## src/core/dp_pkg.sv

```systemverilog
// Constants and types for the 4-bit core datapath.
// Assumes one clock and a synchronous active-high reset.
package dp_pkg;

  localparam int unsigned PTR_W      = 12;
  localparam int unsigned NIB_W      = 4;
  localparam int unsigned RAM_AW     = 9;
  localparam int unsigned RAM_DEPTH  = 512;
  localparam int unsigned STK_W      = 11;
  localparam int unsigned STK_DEPTH  = 8;
  localparam int unsigned STK_PW     = 3;
  localparam int unsigned DIR_AW     = 7;
  localparam logic [2:0]  WR_BASE_HI = 3'h7;
  localparam logic [STK_PW-1:0] SP_RESET  = 3'h0;
  localparam logic [PTR_W-1:0]  PTR_RESET = 12'h000;
  localparam logic [NIB_W-1:0]  NIB_NINE  = 4'h9;
  localparam logic [NIB_W-1:0]  NIB_THREE = 4'h3;
  localparam logic [NIB_W-1:0]  NIB_SIX   = 4'h6;
  localparam logic [NIB_W-1:0]  NIB_TEN   = 4'hA;

  typedef enum logic [4:0] {
    ALU_ADD, ALU_ADC, ALU_SUB, ALU_SBC, ALU_INC, ALU_DEC, ALU_AND,
    ALU_EOR, ALU_OR, ALU_SR0, ALU_SR1, ALU_SL0, ALU_SL1, ALU_DAA,
    ALU_DAS, ALU_PASS
  } alu_op_t;

  typedef enum logic [3:0] {
    OP_NONE, OP_ALU, OP_LOAD_LOW, OP_LOAD_HIGH, OP_LOAD_UPPER,
    OP_CMP_SKIP, OP_MOVE_TO_WR, OP_MOVE_FROM_WR, OP_CALL, OP_RET,
    OP_STORE
  } dp_op_t;

endpackage

```

## src/core/alu_if.sv

```systemverilog
// Operand and result bundle between the datapath and its ALU.
// Assumes both ends sit in the same clock domain.
`timescale 1ns/1ns
interface alu_if;
  import dp_pkg::*;
  alu_op_t          op;
  logic [NIB_W-1:0] a;
  logic [NIB_W-1:0] b;
  logic             cin;
  logic [NIB_W-1:0] y;
  logic             cout;
  logic             zero;
  modport master (output op, a, b, cin, input y, cout, zero);
  modport slave  (input op, a, b, cin, output y, cout, zero);
endinterface

```

## src/core/core_datapath.sv

```systemverilog
// Core datapath: index pointer, return stack, data RAM and ALU.
// Assumes the decoder issues one operation per cycle with valid operands.
`timescale 1ns/1ns
module core_datapath
  import dp_pkg::*;
#(
  parameter int unsigned STACK_LEVELS = STK_DEPTH
) (
  input  wire logic              clk,
  input  wire logic              rst,
  input  wire dp_op_t            op,
  input  wire alu_op_t           alu_op,
  input  wire logic              use_index,
  input  wire logic [DIR_AW-1:0] dir_addr,
  input  wire logic [3:0]        wr_sel,
  input  wire logic [7:0]        imm,
  input  wire logic              imm_operand,
  input  wire logic              alu_to_ram,
  input  wire logic [NIB_W-1:0]  store_data,
  input  wire logic [STK_W-1:0]  pc_in,
  output logic [STK_W-1:0]       ret_pc,
  output logic                   ret_valid,
  output logic                   skip_next,
  output logic [NIB_W-1:0]       accumulator,
  output logic                   carry_flag,
  output logic                   zero_flag,
  output logic [NIB_W-1:0]       wr_data,
  output logic [PTR_W-1:0]       table_addr
);

  ////////////////////////////////////////////////////////////////////////
  // State

  logic [NIB_W-1:0]  ram [RAM_DEPTH];
  logic [STK_W-1:0]  stack [STACK_LEVELS];
  logic [PTR_W-1:0]  index_pointer_r, index_pointer_nxt;
  logic [STK_PW-1:0] sp_r, sp_nxt;
  logic [NIB_W-1:0]  acc_r, acc_nxt;
  logic              cf_r, cf_nxt, zf_r, zf_nxt;
  logic              skip_r, skip_nxt;
  logic [STK_W-1:0]  ret_r, ret_nxt;
  logic              retv_r, retv_nxt;
  logic [NIB_W-1:0]  wrd_r, wrd_nxt;

  logic [RAM_AW-1:0] rd_addr, wr_addr;
  logic [NIB_W-1:0]  ram_rd, wr_rd, ram_wdata;
  logic              ram_we;
  logic              push, pop;
  logic [STK_PW-1:0] pop_idx;

  alu_if alu ();

  nibble_alu u_alu (
    .io (alu.slave)
  );

  ////////////////////////////////////////////////////////////////////////
  // Address selection

  function automatic logic [RAM_AW-1:0] wr_addr_of(input logic [3:0] s);
    return {2'b00, WR_BASE_HI, s};
  endfunction

  function automatic logic [RAM_AW-1:0] dir_addr_of(
    input logic [DIR_AW-1:0] a);
    return {2'b00, a};
  endfunction

  always_comb begin
    if (use_index)
      rd_addr = index_pointer_r[RAM_AW-1:0];
    else
      rd_addr = dir_addr_of(dir_addr);
    ram_rd = ram[rd_addr];
    wr_rd  = ram[wr_addr_of(wr_sel)];
  end

  ////////////////////////////////////////////////////////////////////////
  // ALU hookup

  always_comb begin
    alu.op  = alu_op;
    alu.cin = cf_r;
    alu.a   = acc_r;
    alu.b   = ram_rd;
    if (imm_operand) begin
      alu.a = wr_rd;
      alu.b = imm[NIB_W-1:0];
    end
    if (alu_op == ALU_DAA || alu_op == ALU_DAS)
      alu.a = acc_r;
  end

  ////////////////////////////////////////////////////////////////////////
  // Next state

  always_comb begin
    index_pointer_nxt = index_pointer_r;
    acc_nxt   = acc_r;
    cf_nxt    = cf_r;
    zf_nxt    = zf_r;
    skip_nxt  = 1'b0;
    ret_nxt   = ret_r;
    retv_nxt  = 1'b0;
    wrd_nxt   = wrd_r;
    ram_we    = 1'b0;
    wr_addr   = rd_addr;
    ram_wdata = ram_rd;
    push      = 1'b0;
    pop       = 1'b0;
    pop_idx   = sp_r - 3'h1;
    sp_nxt    = sp_r;
    unique case (op)
      OP_ALU: begin
        acc_nxt = alu.y;
        cf_nxt  = alu.cout;
        zf_nxt  = alu.zero;
        if (alu_to_ram) begin
          ram_we    = 1'b1;
          wr_addr   = imm_operand ? wr_addr_of(wr_sel) : rd_addr;
          ram_wdata = alu.y;
        end
      end
      OP_LOAD_LOW:   index_pointer_nxt[3:0]  = ram_rd;
      OP_LOAD_HIGH:  index_pointer_nxt[7:4]  = ram_rd;
      OP_LOAD_UPPER: index_pointer_nxt[11:8] = ram_rd;
      OP_CMP_SKIP:   skip_nxt = (imm == index_pointer_r[7:0]);
      OP_MOVE_TO_WR: begin
        ram_we    = 1'b1;
        wr_addr   = wr_addr_of(wr_sel);
        ram_wdata = ram_rd;
      end
      OP_MOVE_FROM_WR: begin
        ram_we    = 1'b1;
        wr_addr   = dir_addr_of(dir_addr);
        ram_wdata = wr_rd;
      end
      OP_STORE: begin
        ram_we    = 1'b1;
        ram_wdata = store_data;
      end
      OP_CALL: begin
        push   = 1'b1;
        // Full stack wraps naturally through the 3-bit pointer
        sp_nxt = sp_r + 3'h1;
      end
      OP_RET: begin
        pop      = 1'b1;
        // Empty stack wraps to level 7 the same way
        sp_nxt   = pop_idx;
        ret_nxt  = stack[pop_idx];
        retv_nxt = 1'b1;
      end
      default: ;
    endcase
    if (op == OP_LOAD_LOW || op == OP_LOAD_HIGH || op == OP_LOAD_UPPER ||
        op == OP_CMP_SKIP)
      ram_we = 1'b0;
    if (op == OP_MOVE_TO_WR || op == OP_MOVE_FROM_WR || ram_we)
      wrd_nxt = (ram_we && wr_addr == wr_addr_of(wr_sel)) ? ram_wdata
                                                          : wr_rd;
    else
      wrd_nxt = wr_rd;
  end

  ////////////////////////////////////////////////////////////////////////
  // Registers

  always_ff @(posedge clk) begin
    if (rst) begin
      index_pointer_r <= PTR_RESET;
      sp_r   <= SP_RESET;
      acc_r  <= '0;
      cf_r   <= 1'b0;
      zf_r   <= 1'b0;
      skip_r <= 1'b0;
      ret_r  <= '0;
      retv_r <= 1'b0;
      wrd_r  <= '0;
    end else begin
      index_pointer_r <= index_pointer_nxt;
      sp_r   <= sp_nxt;
      acc_r  <= acc_nxt;
      cf_r   <= cf_nxt;
      zf_r   <= zf_nxt;
      skip_r <= skip_nxt;
      ret_r  <= ret_nxt;
      retv_r <= retv_nxt;
      wrd_r  <= wrd_nxt;
    end
  end

  // Memories are not reset; contents are undefined after power-up
  always_ff @(posedge clk) begin
    if (ram_we)
      ram[wr_addr] <= ram_wdata;
    if (push)
      stack[sp_r] <= pc_in;
  end

  ////////////////////////////////////////////////////////////////////////
  // Outputs

  assign ret_pc      = ret_r;
  assign ret_valid   = retv_r;
  assign skip_next   = skip_r;
  assign accumulator = acc_r;
  assign carry_flag  = cf_r;
  assign zero_flag   = zf_r;
  assign wr_data     = wrd_r;
  // Pointer feeds table lookup only as an address, never as data
  assign table_addr  = index_pointer_r;

endmodule

```

## src/core/nibble_alu.sv

```systemverilog
// Combinational 4-bit ALU with decimal adjust.
// Assumes the caller registers the result and carry.
`timescale 1ns/1ns
module nibble_alu
  import dp_pkg::*;
(
  alu_if.slave io
);

  logic [NIB_W:0] sum;

  always_comb begin
    sum     = '0;
    io.y    = io.a;
    io.cout = io.cin;
    unique case (io.op)
      ALU_ADD: sum = {1'b0, io.a} + {1'b0, io.b};
      ALU_ADC: sum = {1'b0, io.a} + {1'b0, io.b} + {4'h0, io.cin};
      // Carry out is the inverted borrow
      ALU_SUB: sum = {1'b0, io.a} + {1'b0, ~io.b} + 5'h01;
      ALU_SBC: sum = {1'b0, io.a} + {1'b0, ~io.b} + {4'h0, io.cin};
      ALU_INC: sum = {1'b0, io.a} + 5'h01;
      ALU_DEC: sum = {1'b0, io.a} + 5'h0F;
      default: sum = '0;
    endcase
    unique case (io.op)
      ALU_ADD, ALU_ADC, ALU_SUB, ALU_SBC, ALU_INC, ALU_DEC: begin
        io.y    = sum[NIB_W-1:0];
        io.cout = sum[NIB_W];
      end
      ALU_AND: io.y = io.a & io.b;
      ALU_EOR: io.y = io.a ^ io.b;
      ALU_OR:  io.y = io.a | io.b;
      ALU_SR0: io.y = {1'b0, io.a[3:1]};
      ALU_SR1: io.y = {1'b1, io.a[3:1]};
      ALU_SL0: io.y = {io.a[2:0], 1'b0};
      ALU_SL1: io.y = {io.a[2:0], 1'b1};
      ALU_DAA: begin
        if (!io.cin && io.a > NIB_NINE) begin
          io.y    = io.a + NIB_SIX;
          io.cout = 1'b1;
        end else if (io.cin && io.a <= NIB_THREE) begin
          io.y = io.a + NIB_SIX;
        end
      end
      ALU_DAS: begin
        if (!io.cin && io.a >= NIB_SIX)
          io.y = io.a + NIB_TEN;
      end
      ALU_PASS: io.y = io.b;
    endcase
    io.zero = (io.y == 4'h0);
  end

endmodule

```

## config.mk

```make
export PLATFORM = sky130hd
export DESIGN_NAME = core_datapath
export DESIGN_NICKNAME = d
export VERILOG_FILES = /design/src/core/dp_pkg.sv /design/src/core/alu_if.sv /design/src/core/core_datapath.sv /design/src/core/nibble_alu.sv
export SDC_FILE = /design/constraint.sdc
export NUM_CORES = 2
export LEC_CHECK = 0
export BUFFER_PORTS_ARGS = -buffer_cell sky130_fd_sc_hd__buf_2
export CORE_MARGIN = 2
export CORE_UTILIZATION = 25
export CTS_BUF_LIST = sky130_fd_sc_hd__clkbuf_16
export CTS_CLUSTER_DIAMETER = 60
export DETAILED_ROUTE_END_ITERATION = 8
export PLACE_DENSITY = 0.5
export SLEW_MARGIN = 0
export SYNTH_ARGS = -nofsm -noshare
export SYNTH_HDL_FRONTEND = slang
export SYNTH_HIERARCHICAL = 1
export SYNTH_SLANG_ARGS = --single-unit
```

## constraint.sdc

```tcl
create_clock -name clk -period 68.8 [get_ports clk]
set_input_delay 6.88 -clock clk [delete_from_list [all_inputs] [get_ports clk]]
set_output_delay 6.88 -clock clk [all_outputs]
set_load 0.02 [all_outputs]
```

==> results.cfg <==
[die]
coreArea_um2 = 396000
start_util_pct = 25.1
pin_count = 83
die_area_um2 = 403000
die_x_um = 635
die_h_um = 635
rows = 231

[pwr]
power.internal_mw = 2.30
pwr-share-comb_pct = 12.4
p_sw_uw = 868
leakagePower_nw = 34.5
swShare_pct = 27.4
seqPwrFrac_pct = 48.5
p_clk_share_pct = 39.1
ir_worst_vdd_mv = 0.0270
powerDensity_nw_per_um2 = 28.1

[cts]
root_buffer = clkbuf_16
cts.sinks = 2174
htreeDepth = 4
cts_buffer_depth = 3
holdBufCountCts = 0
clock_latency_ns = 0.94
cts_buffers = 233
post_cts_resized = 0
post-cts-setup-buffers = 0
cts.clk_slew.worst_paths_ns = 0.06
cts_tree = done

[placed_design]
place.gp.congestion = 0.904
port_buffers = 82
post-place-ws_ns = 48.37
dp_hpwl_um = 235000

[grt]
grt_pass1_wl_um = 553000
grt_max_degree = 189
antenna_found_initial = 20
grt_usage_pct = 18.8
overflow = 0
grt_pass1_vias = 71285

[synthesis]
syn-cell-area_um2 = 99600
synth.distinct_cells = 108
synthArstFlopShare_pct = 0
avgSynthCellArea_um2 = 12.1
yosysWarnings = 6
synth-edff-count = 2136
synth_most_common_cell = edfxtp_1
ys_ff_latch = 2174
yosys.area.top_type = edfxtp_1
yosysSeqAreaShare_pct = 65.2
syn_nets = 8289
synth_common_cells = 2,136 x edfxtp_1, 865 x nor2_1, 721 x nand2_1
synth_cells = 8216
yosysTopAreaCellShare_pct = 64.4
synth_area_leaders = edfxtp_1 64%, o21ai_0 3.6%, nor2_1 3.3%
synthFlopType = edfxtp_1

[finish]
num-fill-cells = 40274
seq_area_um2 = 64900
fin_nets = 8110
synthToLayoutAreaGrowth_pct = 13.1
drive_gt1_share_pct = 10.0
multi_input_area_um2 = 30700

[critical_path]
critPathMaxStageDelay_ns = 1.03
cp_max_fo = 176
arrival_ns = 20.64
required_ns = 69.37
worst-setup-path-type = input port to flip-flop
crit_top_cell = buf_4
cp-start-kind = input port
critPathSlowestCell = nor4b_1
endpoint_kind = flip-flop

[detailed_routing]
viasPerCell = 5.56
antenna_left = 0
first_pass_iters = 8
wl_per_cell_um = 29.4
drc = 0
vias = 74946
wl_um = 396000
drt_iter0_markers = 10354

[sta]
setup_slack_ns = 48.72
rsz0062_at_grt = no
fin_skew_ns = 0.0926
final.min_clock_period_ns = 20.08
finalSetupViolations = 0
finalMaxSlewViolations = 0
final.setup.tns_ns = 0
finalHoldViolCount = 0
slew_headroom_pct = 3.14
fin_crit_sh_pct = 29.2
fmax_mhz = 49.8
worstMarginPinSlew_ns = 1.45

[outcome]
outcome = complete, no violations

[hold_path]
hold_path.class = flip-flop to flip-flop

[flow_run]
drv_cap = 0
area by class of cell:
cell class / instances / area share (%)
diodes: 13 / 0.0289
inverters: 207 / 0.691
repair buffers: 304 / 2.01
clock buffers: 237 / 5.26
clock inverters: 192 / 1.31
multi-input cells: 5117 / 27.2
flip-flops and latches: 2174 / 57.6
well taps: 5242 / 5.82
power groups by stage:
stage | clock, mW | sequential (mW) | combinational (mW)
floorplan | 0 | 1.64 | 0.200
global placement | 0 | 1.57 | 0.384
detailed placement | 0 | 1.57 | 0.387
CTS | 1.25 | 1.54 | 0.388
global route | 1.29 | 1.54 | 0.409
finish | 1.24 | 1.54 | 0.393
layout by cell type, fill, tap and decap left out, types with 65 or more instances in the layout:
| master | instances |
|---|---|
| a211oi_1 | 218 |
| a21oi_1 | 619 |
| a311oi_1 | 65 |
| a31oi_1 | 70 |
| buf_2 | 79 |
| buf_4 | 209 |
| clkbuf_16 | 237 |
| edfxtp_1 | 2136 |
| inv_1 | 259 |
| mux4_2 | 105 |
| nand2_1 | 701 |
| nand3_1 | 226 |
| nor2_1 | 855 |
| nor2b_1 | 69 |
| nor3_1 | 119 |
| o211ai_1 | 321 |
| o21ai_0 | 712 |
| o22ai_1 | 81 |
| o31ai_1 | 115 |
flip-flops by register name (all words and copies together) (netlist names):
register     count
stack           88
wr_data          4
sp_r             3
skip_next        1
table_addr      12
accumulator      4
ret_pc          11
carry_flag       1
ret_valid        1
ram           2048
zero_flag        1
per-stage QoR:
stage / utilization (%) / total power, mW / std cells / hold WS (ns) / cell area, µm²
2_1_floorplan: - / 1.84 / 8216 / 0.535 / 99600
3_3_place_gp: 26.6 / 1.95 / 13044 / 0.456 / 105000
3_5_place_dp: 26.6 / 1.95 / 13044 / 0.455 / 105000
4_1_cts: 28.4 / 3.17 / 13473 / 0.464 / 113000
5_1_grt: 28.4 / 3.24 / 13474 / 0.482 / 113000
6_report: 28.4 / 3.17 / 13486 / 0.463 / 113000
metal layers:
| layer | vias up | global-route usage [%] | wire, µm |
|---|---|---|---|
| met4 | 8 | 9.47 | 21800 |
| met1 | 38210 | 24.2 | 154000 |
| met2 | 4606 | 29.7 | 180000 |
| met3 | 943 | 4.00 | 40100 |
| met5 | - | 0 | 59 |
| li1 | 31179 | - | - |
critical path: cells and delay by family:
| kind | cells | cell delay, ns |
|---|---|---|
| compound gates | 9 | 2.16 |
| fa+ha+maj | 3 | 1.10 |
| buf+inv | 12 | 5.92 |
| simple gates | 6 | 1.94 |
| mux | 2 | 1.19 |
kinds of logic after synthesis:
logic type      share of synthesized area [%]
compound gates                           17.0
simple gates                             9.53
flops                                    65.2
buf+inv                                  4.45
mux                                      3.18
xor+xnor                                0.314
fa+ha+maj                               0.347
final timing paths:
check / start / cells past startpoint / slack [ns] / end
hold reg to reg: zero_flag / 2 / 0.46 / zero_flag
setup reg to reg: table_addr[0] / 31 / 54.75 / ram[426][1]
setup / recovery: use_index / 32 / 48.72 / ram[426][1]
hold / removal: zero_flag / 2 / 0.46 / zero_flag
(Power assumes the default switching activity.)
